$ cat src/hdl/ch_cal_pkg.sv
// Purpose: constants for the channel 4 setup and calibration register bank
// Assumes: 16-bit registers on a plain address/strobe port, word addresses
// Notes: channel setup of channel 4 sits at 0x1d, just below the offset pair
package ch_cal_pkg;
  localparam int ADDR_W = 8;
  localparam int DATA_W = 16;
  localparam int CAL_W = 24;
  localparam int PHASE_W = 10;

  localparam logic [7:0] ch4_channel_setup_addr = 8'h1d;
  localparam logic [7:0] ch4_offset_cal_high_addr = 8'h1e;
  localparam logic [7:0] ch4_offset_cal_low_addr = 8'h1f;
  localparam logic [7:0] ch4_gain_cal_high_addr = 8'h20;
  localparam logic [7:0] ch4_gain_cal_low_addr = 8'h21;
  localparam logic [7:0] ch5_channel_setup_addr = 8'h22;

  localparam logic [15:0] ch4_channel_setup_rst = 16'h0000;
  localparam logic [15:0] ch4_offset_cal_high_rst = 16'h0000;
  localparam logic [15:0] ch4_offset_cal_low_rst = 16'h0000;
  localparam logic [15:0] ch4_gain_cal_high_rst = 16'h8000;
  localparam logic [15:0] ch4_gain_cal_low_rst = 16'h0000;
  localparam logic [15:0] ch5_channel_setup_rst = 16'h0000;

  // setup register fields
  localparam int PHASE_LSB = 6;
  localparam int PHASE_MSB = 15;
  localparam int BYPASS_BIT = 2;
  localparam int SEL_LSB = 0;
  localparam int SEL_MSB = 1;
  // writable bits; reserved bits stay zero
  localparam logic [15:0] setup_wmask = 16'hffc7;
  localparam logic [15:0] low_wmask = 16'hff00;

  typedef enum logic [1:0] {
    SEL_OWN_PAIR = 2'b00,
    SEL_SHORTED = 2'b01,
    SEL_TEST_POS = 2'b10,
    SEL_TEST_NEG = 2'b11
  } input_sel_e;
endpackage

$ cat src/hdl/adc_channel_cal_regs.sv
// Purpose: channel 4 setup and calibration register bank
// Assumes: one clock, plain register port, read data one cycle after strobe
// Notes: channel 5 setup is held here too, datapath lives elsewhere
// Function
// - the 10-bit phase field is a signed delay in modulator clock cycles for channel 4.
// - bypass bit 0 follows the global dc filter setting, 1 turns the filter off for this channel.
// - selector 00 picks the channel's own pair and 01 shorts the converter inputs.
// - selector 10 applies the positive dc test signal and 11 the negative one.
// - the upper offset register gives offset bits 23 to 8, two's complement.
// - the lower offset register keeps offset bits 7 to 0 in its upper byte, low byte read-only.
// - the upper gain register gives gain bits 23 to 8 and resets to unity gain.
// - the lower gain register keeps gain bits 7 to 0 in its upper byte, low byte read-only.
// - the gain word is unsigned, 0.0 to just under 2.0 in steps of 2^-23.
// - the upper offset register resets to zero.
// - the lower offset register resets to zero.
// - channel 5 setup sits at the next address after lower gain and resets to zero.
//
// Decided for this implementation: strobed register access.
`timescale 1ns/10ps
module adc_channel_cal_regs (
  input wire logic clk_sys,
  input wire logic rstn,
  input wire logic [7:0] reg_addr,
  input wire logic [15:0] reg_wdata,
  input wire logic reg_wr,
  input wire logic reg_rd,
  output logic [15:0] reg_rdata,
  input wire logic global_dc_filter_setting,
  output logic signed [9:0] ch4_phase_delay,
  output logic ch4_hpf_enable,
  output logic ch4_pos_input,
  output logic ch4_neg_input,
  output logic ch4_inputs_shorted,
  output logic ch4_test_pos,
  output logic ch4_test_neg,
  output logic signed [23:0] ch4_offset_cal,
  output logic [23:0] ch4_gain_cal,
  output logic [15:0] ch5_channel_setup
);
  ////////////////////////////////////////////////////////////////////////////
  typedef struct packed {
    logic [15:0] ch4_channel_setup;
    logic [15:0] ch4_offset_cal_high;
    logic [15:0] ch4_offset_cal_low;
    logic [15:0] ch4_gain_cal_high;
    logic [15:0] ch4_gain_cal_low;
    logic [15:0] ch5_channel_setup;
    logic [15:0] rdata;
  } state_s;

  state_s st_r;
  state_s st_nxt;
  logic [23:0] offset_word;
  logic [23:0] gain_word;
  logic own_pair;

  // masked write: reserved positions never take a one
  function automatic logic [15:0] masked_write(input logic [15:0] wdata, input logic [15:0] wmask);
    masked_write = wdata & wmask;
  endfunction

  ////////////////////////////////////////////////////////////////////////////
  always_comb begin
    st_nxt = st_r;
    if (reg_wr) begin
      case (reg_addr)
        ch_cal_pkg::ch4_channel_setup_addr:
          st_nxt.ch4_channel_setup = masked_write(reg_wdata, ch_cal_pkg::setup_wmask);
        ch_cal_pkg::ch4_offset_cal_high_addr:
          st_nxt.ch4_offset_cal_high = reg_wdata;
        ch_cal_pkg::ch4_offset_cal_low_addr:
          st_nxt.ch4_offset_cal_low = masked_write(reg_wdata, ch_cal_pkg::low_wmask);
        ch_cal_pkg::ch4_gain_cal_high_addr:
          st_nxt.ch4_gain_cal_high = reg_wdata;
        ch_cal_pkg::ch4_gain_cal_low_addr:
          st_nxt.ch4_gain_cal_low = masked_write(reg_wdata, ch_cal_pkg::low_wmask);
        ch_cal_pkg::ch5_channel_setup_addr:
          st_nxt.ch5_channel_setup = masked_write(reg_wdata, ch_cal_pkg::setup_wmask);
        default: begin
        end
      endcase
    end
    // read data stands only in the cycle after the strobe; unmapped reads zero
    st_nxt.rdata = 16'h0000;
    if (reg_rd) begin
      case (reg_addr)
        ch_cal_pkg::ch4_channel_setup_addr: st_nxt.rdata = st_r.ch4_channel_setup;
        ch_cal_pkg::ch4_offset_cal_high_addr: st_nxt.rdata = st_r.ch4_offset_cal_high;
        ch_cal_pkg::ch4_offset_cal_low_addr: st_nxt.rdata = st_r.ch4_offset_cal_low;
        ch_cal_pkg::ch4_gain_cal_high_addr: st_nxt.rdata = st_r.ch4_gain_cal_high;
        ch_cal_pkg::ch4_gain_cal_low_addr: st_nxt.rdata = st_r.ch4_gain_cal_low;
        ch_cal_pkg::ch5_channel_setup_addr: st_nxt.rdata = st_r.ch5_channel_setup;
        default: st_nxt.rdata = 16'h0000;
      endcase
    end
  end

  always_ff @(posedge clk_sys or negedge rstn) begin
    if (!rstn) begin
      st_r.ch4_channel_setup <= ch_cal_pkg::ch4_channel_setup_rst;
      st_r.ch4_offset_cal_high <= ch_cal_pkg::ch4_offset_cal_high_rst;
      st_r.ch4_offset_cal_low <= ch_cal_pkg::ch4_offset_cal_low_rst;
      st_r.ch4_gain_cal_high <= ch_cal_pkg::ch4_gain_cal_high_rst;
      st_r.ch4_gain_cal_low <= ch_cal_pkg::ch4_gain_cal_low_rst;
      st_r.ch5_channel_setup <= ch_cal_pkg::ch5_channel_setup_rst;
      st_r.rdata <= 16'h0000;
    end else begin
      st_r <= st_nxt;
    end
  end

  ////////////////////////////////////////////////////////////////////////////
  ch_setup_decode u_ch4_decode (
    .setup_word(st_r.ch4_channel_setup),
    .global_dc_filter_setting(global_dc_filter_setting),
    .phase_delay(ch4_phase_delay),
    .hpf_enable(ch4_hpf_enable),
    .sel_own_pair(own_pair),
    .sel_shorted(ch4_inputs_shorted),
    .sel_test_pos(ch4_test_pos),
    .sel_test_neg(ch4_test_neg)
  );

  cal_word_join u_offset_join (
    .upper_reg(st_r.ch4_offset_cal_high),
    .lower_reg(st_r.ch4_offset_cal_low),
    .cal_word(offset_word)
  );

  cal_word_join u_gain_join (
    .upper_reg(st_r.ch4_gain_cal_high),
    .lower_reg(st_r.ch4_gain_cal_low),
    .cal_word(gain_word)
  );

  always_comb begin
    reg_rdata = st_r.rdata;
    // both halves of the own pair connect together
    ch4_pos_input = own_pair;
    ch4_neg_input = own_pair;
    ch4_offset_cal = signed'(offset_word);
    // unsigned q1.23: 0x800000 is unity
    ch4_gain_cal = gain_word;
    ch5_channel_setup = st_r.ch5_channel_setup;
  end
endmodule

$ cat src/hdl/ch_setup_decode.sv
// Purpose: turn a channel setup word into the channel's control outputs
// Assumes: purely combinational, fed from register flops
// Notes: instanced once, for the channel 4 setup register only; channel 5 setup has no instance here
`timescale 1ns/10ps
module ch_setup_decode (
  input wire logic [15:0] setup_word,
  input wire logic global_dc_filter_setting,
  output logic signed [9:0] phase_delay,
  output logic hpf_enable,
  output logic sel_own_pair,
  output logic sel_shorted,
  output logic sel_test_pos,
  output logic sel_test_neg
);
  ch_cal_pkg::input_sel_e sel;

  always_comb begin
    // signed delay in modulator clock cycles
    phase_delay = signed'(setup_word[ch_cal_pkg::PHASE_MSB:ch_cal_pkg::PHASE_LSB]);
    // bypass set: filter off for this channel only, else follow global
    hpf_enable = !setup_word[ch_cal_pkg::BYPASS_BIT] && global_dc_filter_setting;
    sel = ch_cal_pkg::input_sel_e'(setup_word[ch_cal_pkg::SEL_MSB:ch_cal_pkg::SEL_LSB]);
    sel_own_pair = 1'b0;
    sel_shorted = 1'b0;
    sel_test_pos = 1'b0;
    sel_test_neg = 1'b0;
    case (sel)
      ch_cal_pkg::SEL_OWN_PAIR: sel_own_pair = 1'b1;
      ch_cal_pkg::SEL_SHORTED: sel_shorted = 1'b1;
      ch_cal_pkg::SEL_TEST_POS: sel_test_pos = 1'b1;
      ch_cal_pkg::SEL_TEST_NEG: sel_test_neg = 1'b1;
      default: sel_own_pair = 1'b1;
    endcase
  end
endmodule

$ cat src/hdl/cal_word_join.sv
// Purpose: join an upper and a lower calibration register into one word
// Assumes: lower register carries its bits in the upper byte
// Notes: used for both offset and gain
`timescale 1ns/10ps
module cal_word_join (
  input wire logic [15:0] upper_reg,
  input wire logic [15:0] lower_reg,
  output logic [23:0] cal_word
);
  always_comb begin
    cal_word = {upper_reg, lower_reg[15:8]};
  end
endmodule

$ cat config.mk
export PLATFORM = sky130hd
export DESIGN_NAME = adc_channel_cal_regs
export DESIGN_NICKNAME = d
export VERILOG_FILES = /design/src/hdl/ch_cal_pkg.sv /design/src/hdl/adc_channel_cal_regs.sv /design/src/hdl/ch_setup_decode.sv /design/src/hdl/cal_word_join.sv
export SDC_FILE = /design/constraint.sdc
export NUM_CORES = 1
export LEC_CHECK = 0
export BUFFER_PORTS_ARGS = -buffer_cell sky130_fd_sc_hd__buf_2
export CORE_MARGIN = 5
export CORE_UTILIZATION = 53
export DETAILED_ROUTE_END_ITERATION = 6
export GPL_TIMING_DRIVEN = 0
export PLACE_DENSITY_LB_ADDON = 0.3
export SLEW_MARGIN = 5
export SYNTH_ARGS = -nofsm -noshare
export SYNTH_HDL_FRONTEND = slang
export SYNTH_SLANG_ARGS = --single-unit
export TNS_END_PERCENT = 30
$ cat constraint.sdc
create_clock -name clk_sys -period 1.6 [get_ports clk_sys]
set_clock_uncertainty 0.2 [all_clocks]
set_input_delay 0.24 -clock clk_sys [delete_from_list [all_inputs] [get_ports clk_sys]]
set_output_delay 0.24 -clock clk_sys [all_outputs]
set_load 0.03 [all_outputs]
# Yosys cells after proc, flatten, opt, wreduce, memory -nomap -nowiden
# Cells that the tools add are included.
# op_classes
eq_ne	9
n_mux	6
reduce_logical	9
# op_table
cell	n
$pmux W16 S6	1
$eq A8 B5 Y1 const B	3
$eq A8 B6 Y1 const B	3
$mux W16	1
$reduce_and A2 Y1	6
$eq A2 B2 Y1 const B	2
$mux W1	4
$eq A2 B1 Y1 const B	1
$logic_not A2 Y1	1
$logic_and A1 B1 Y1	1
$logic_not A1 Y1	1
# totals
reg_bits	90
inputBits	29
elab_cells	31

# Depth between registers and ports, before layout
# logic_depth
word_depth	3
mapped_depth	6

# Hierarchy
# A second synthesis with hierarchy kept.
# hier_totals
hier_cells	389
area_unflattened_um2	4615.7
# by_module_without_submodules
mod	instances	cells_each	area_per_inst_um2	seq_area_each_um2
adc_channel_cal_regs	1	326	4147.7	2253.4
cal_word_join	2	24	180.2	0.0
ch_setup_decode	1	15	107.6	0.0

# Worst setup path before layout
# OpenSTA, ideal clock, no wires.
# synth_path
path_type	input to register
start	in reg_addr[7]
end	reg st_r[40] (netlist name)
setup_ps	125
arrival_time_ps	1501
t_required_ps	1275
path_slack_ps	-226
path_stages	5
path_buffers	1
cell_sequence	or2_1 nor2_1 and4_1 buf_2 mux2_2
# synth_between
elab_chain_cells	2
# synth_lines
item	line	text
start: declaration	adc_channel_cal_regs.sv:23	input wire logic [7:0] reg_addr,
$eq A8 B6 Y1	adc_channel_cal_regs.sv:66	case (reg_addr)
$reduce_and A2 Y1 (no line)	-	
end signal: assignment	adc_channel_cal_regs.sv:108	st_r <= st_nxt;
end: declaration	adc_channel_cal_regs.sv:51	state_s st_r;
# No other way between the ends.
# A chain may end at the register's enable or synchronous reset.

# Worst setup path in the final report
# Same ends and word-level chain as after synthesis.

==> flow_summary.ini <==
[detailed_routing]
viasPerCell = 5.30
ant_nets = 0
firstDrtPassIters = 4
drt-initial-drc-count = 150
drt_wl_total_um = 12000
wire_per_inst_um = 18.3
vias = 3488
drt_drc_violations_left = 0

[grt]
grt_max_degree = 67
antenna_found_initial = 0
grt_pass1_wl_um = 19200
grt_pass1_vias = 3606
grt_usage = 0.219
grt-ovfl-total = 0

[timing]
final_hold_viol_count = 0
whs_ns = 0.0126
finalCritPeriodShare = 1.01
maxSlewHeadroom = 0.623
layout_min_cycle_time_ns = 1.61
tightest_slew_ns = 0.565
drv_slew = 0
setup_viol = 1
timing.fmax_mhz = 621
final.setup.worst_slack_ns = -0.00995
rsz0062_at_grt = true

[place]
port_buffers = 119
gp_congestion = 0.825
dpl_worst_slack_ns = -0.669
dpl.cell_count = 620
dpl.hpwl_um = 8310

[critical_path]
crit_path_end = st_r[40]
critical_path_depth = 6
critical_path.startpoint_type = input pin
reg2reg_from = st_r[46]
crit_chain = buf_2 -> or2_4 -> nor2_4 -> and4_1 -> buf_6 -> mux2_2
cpPeakStageDelay_ns = 0.34
cp_top_family = simple AND/OR/NAND/NOR gates
cp-end-kind = flip-flop
required_ns = 1.65
r2r_cells = 4
reg2reg_to = reg_rdata[14]
slowest_stage = mux2_2
worst-r2r-setup-slack_ns = 0.19
cp_num_buf_inv = 2
cp_max_fo = 8
cp_data_arrival_time_ns = 1.66
path_class = in2reg
crit_start = reg_addr[7]

[clocking]
cts_max_path_buffers = 2
clk_latency_ns = 0.36
cts-root-buf = clkbuf_8
htree_levels = 3
cts_tree = built
cts_buffers = 9
cts_num_sinks = 90
cts.reportedPaths.clkPinSlew_ns = 0.09

[layout]
multi_input_area_um2 = 1790
finalNonFillerCells = 658
syn_to_final_growth_pct = 29.1
final_util = 0.702
seq_area_um2 = 2260
fill_cells = 647
drive_gt1_frac = 0.633
final_nets = 574
insertedDiodeCount = 0

[power_and_ir_drop]
power_density_nw_per_um2 = 799
p_leak_nw = 3.37
vdd_drop_max_mv = 0.488
p_total_mw = 4.87

[synth]
avgSynthCellArea_um2 = 12.1
async_reset_ff_frac = 1.00
synth.most_common_cell = buf_4
synth_ff_type = dfrtp_1
syn_inst = 390
ys_types = 43
ys_warn_count = 0
synth.area.top_cells = dfrtp_1, mux2_2, buf_4
synth-seq-cells = 90
synth_largest_area_cell = dfrtp_1
ys_top_cells_by_count = buf_4, dfrtp_1, mux2_2
synth_edf_count = 0
synth.top_cell.area_share = 0.472
synth_seq_area_share = 0.478
syn-cell-area_um2 = 4720

[die]
die_x_um = 104
die-area_um2 = 10900
num_rows = 34
start_util = 0.544
io_pins = 125
die_h_um = 104
coreArea_um2 = 8680

[outcome]
status = finished with violations
violations = setup timing

[worst_hold_path]
hold_class = in2reg

[run]
max_cap_viol_count = 0
-- worst min-delay path by stage --
stage / from / endpoint / slack (ns) / cells after the start
floorplan: rstn / ch5_channel_setup[0] / -0.26 / 0
global placement: reg_wdata[5] / st_r[53] / 0.29 / 2
detailed placement: rstn / st_r[78] / -0.03 / 1
CTS: reg_wdata[9] / st_r[41] / 0.009 / 2
global route: reg_wdata[9] / st_r[57] / 0.01 / 2
finish: reg_wdata[9] / ch5_channel_setup[9] / 0.01 / 2
-- sequential cells by signal (all words and copies together) (netlist names) --
| signal | flops |
|---|---|
| ch5_channel_setup | 13 |
| st_r | 61 |
| reg_rdata | 16 |
-- cell usage in the layout, fill, tap and decap left out, types with 2 or more instances in the layout --
cell type / instances
buf_4: 99
nor2_1: 6
clkbuf_2: 2
a211o_1: 2
nor2_4: 3
a22o_1: 8
inv_1: 2
a21oi_1: 7
buf_6: 10
nor2b_1: 3
nand3_1: 14
mux2_2: 63
mux2_4: 17
conb_1: 3
a32oi_1: 5
clkinvlp_4: 2
nand4b_1: 3
buf_2: 119
dfrtp_2: 2
nand4_1: 8
nand2_1: 6
clkbuf_1: 3
dfrtp_1: 87
a21o_1: 2
nor4b_4: 2
and2_1: 3
a21boi_0: 2
dlygate4sd3_1: 15
clkbuf_8: 11
a22oi_1: 11
o211ai_1: 5
-- cells by family (layout without fill, tap and decap cells) --
group / count (synthesis) / in the layout / synth area share
flip-flops: 90 / 90 / 0.478
other: 1 / 3 / 0.000795
AND/OR/NAND/NOR: 61 / 61 / 0.0806
multiplexers: 80 / 80 / 0.199
buffers and inverters: 112 / 270 / 0.168
AO/OA/AOI/OAI: 46 / 46 / 0.0735
-- report_power, final --
group	switching (mW)	total, mW	leakage [nW]	internal, mW
clock	0.807	1.61	0.0986	0.806
combinational	0.455	0.811	2.03	0.356
sequential	0.0801	2.44	1.24	2.36
-- cell type report --
class                           instances  area share
Clock buffer                           12      0.0255
Tap cell                              108      0.0222
Clock inverter                          4     0.00822
Timing Repair Buffer                  142       0.140
Multi-Input combinational cell        190       0.294
Sequential cell                        90       0.370
Inverter                                2     0.00123
Buffer                                110       0.138
-- per-layer routing --
layer,global-route usage,up-vias,part of all wire
met2,0.364,129,0.50
met5,0,-,0
met3,0.0403,15,0.060
met4,0.0768,0,0.015
li1,-,1616,-
met1,0.287,1728,0.42
-- through the flow --
stage	TNS, ns	instance area [um2]
6_report	-0.00995	6090
5_1_grt	-0.242	6090
4_1_cts	-0.361	5990
3_5_place_dp	-41.80	5550
3_3_place_gp	-99.70	5520
2_1_floorplan	-4.42	4790
-- repair_timing --
item                       CTS  global route
hold endpoints to repair   144             0
hold buffers                15             0
setup endpoints to repair   70            60
resized for setup           18            22
pin swaps                    2             5
setup buffers                2             5
No activity file was read; power rests on OpenSTA's default activity.
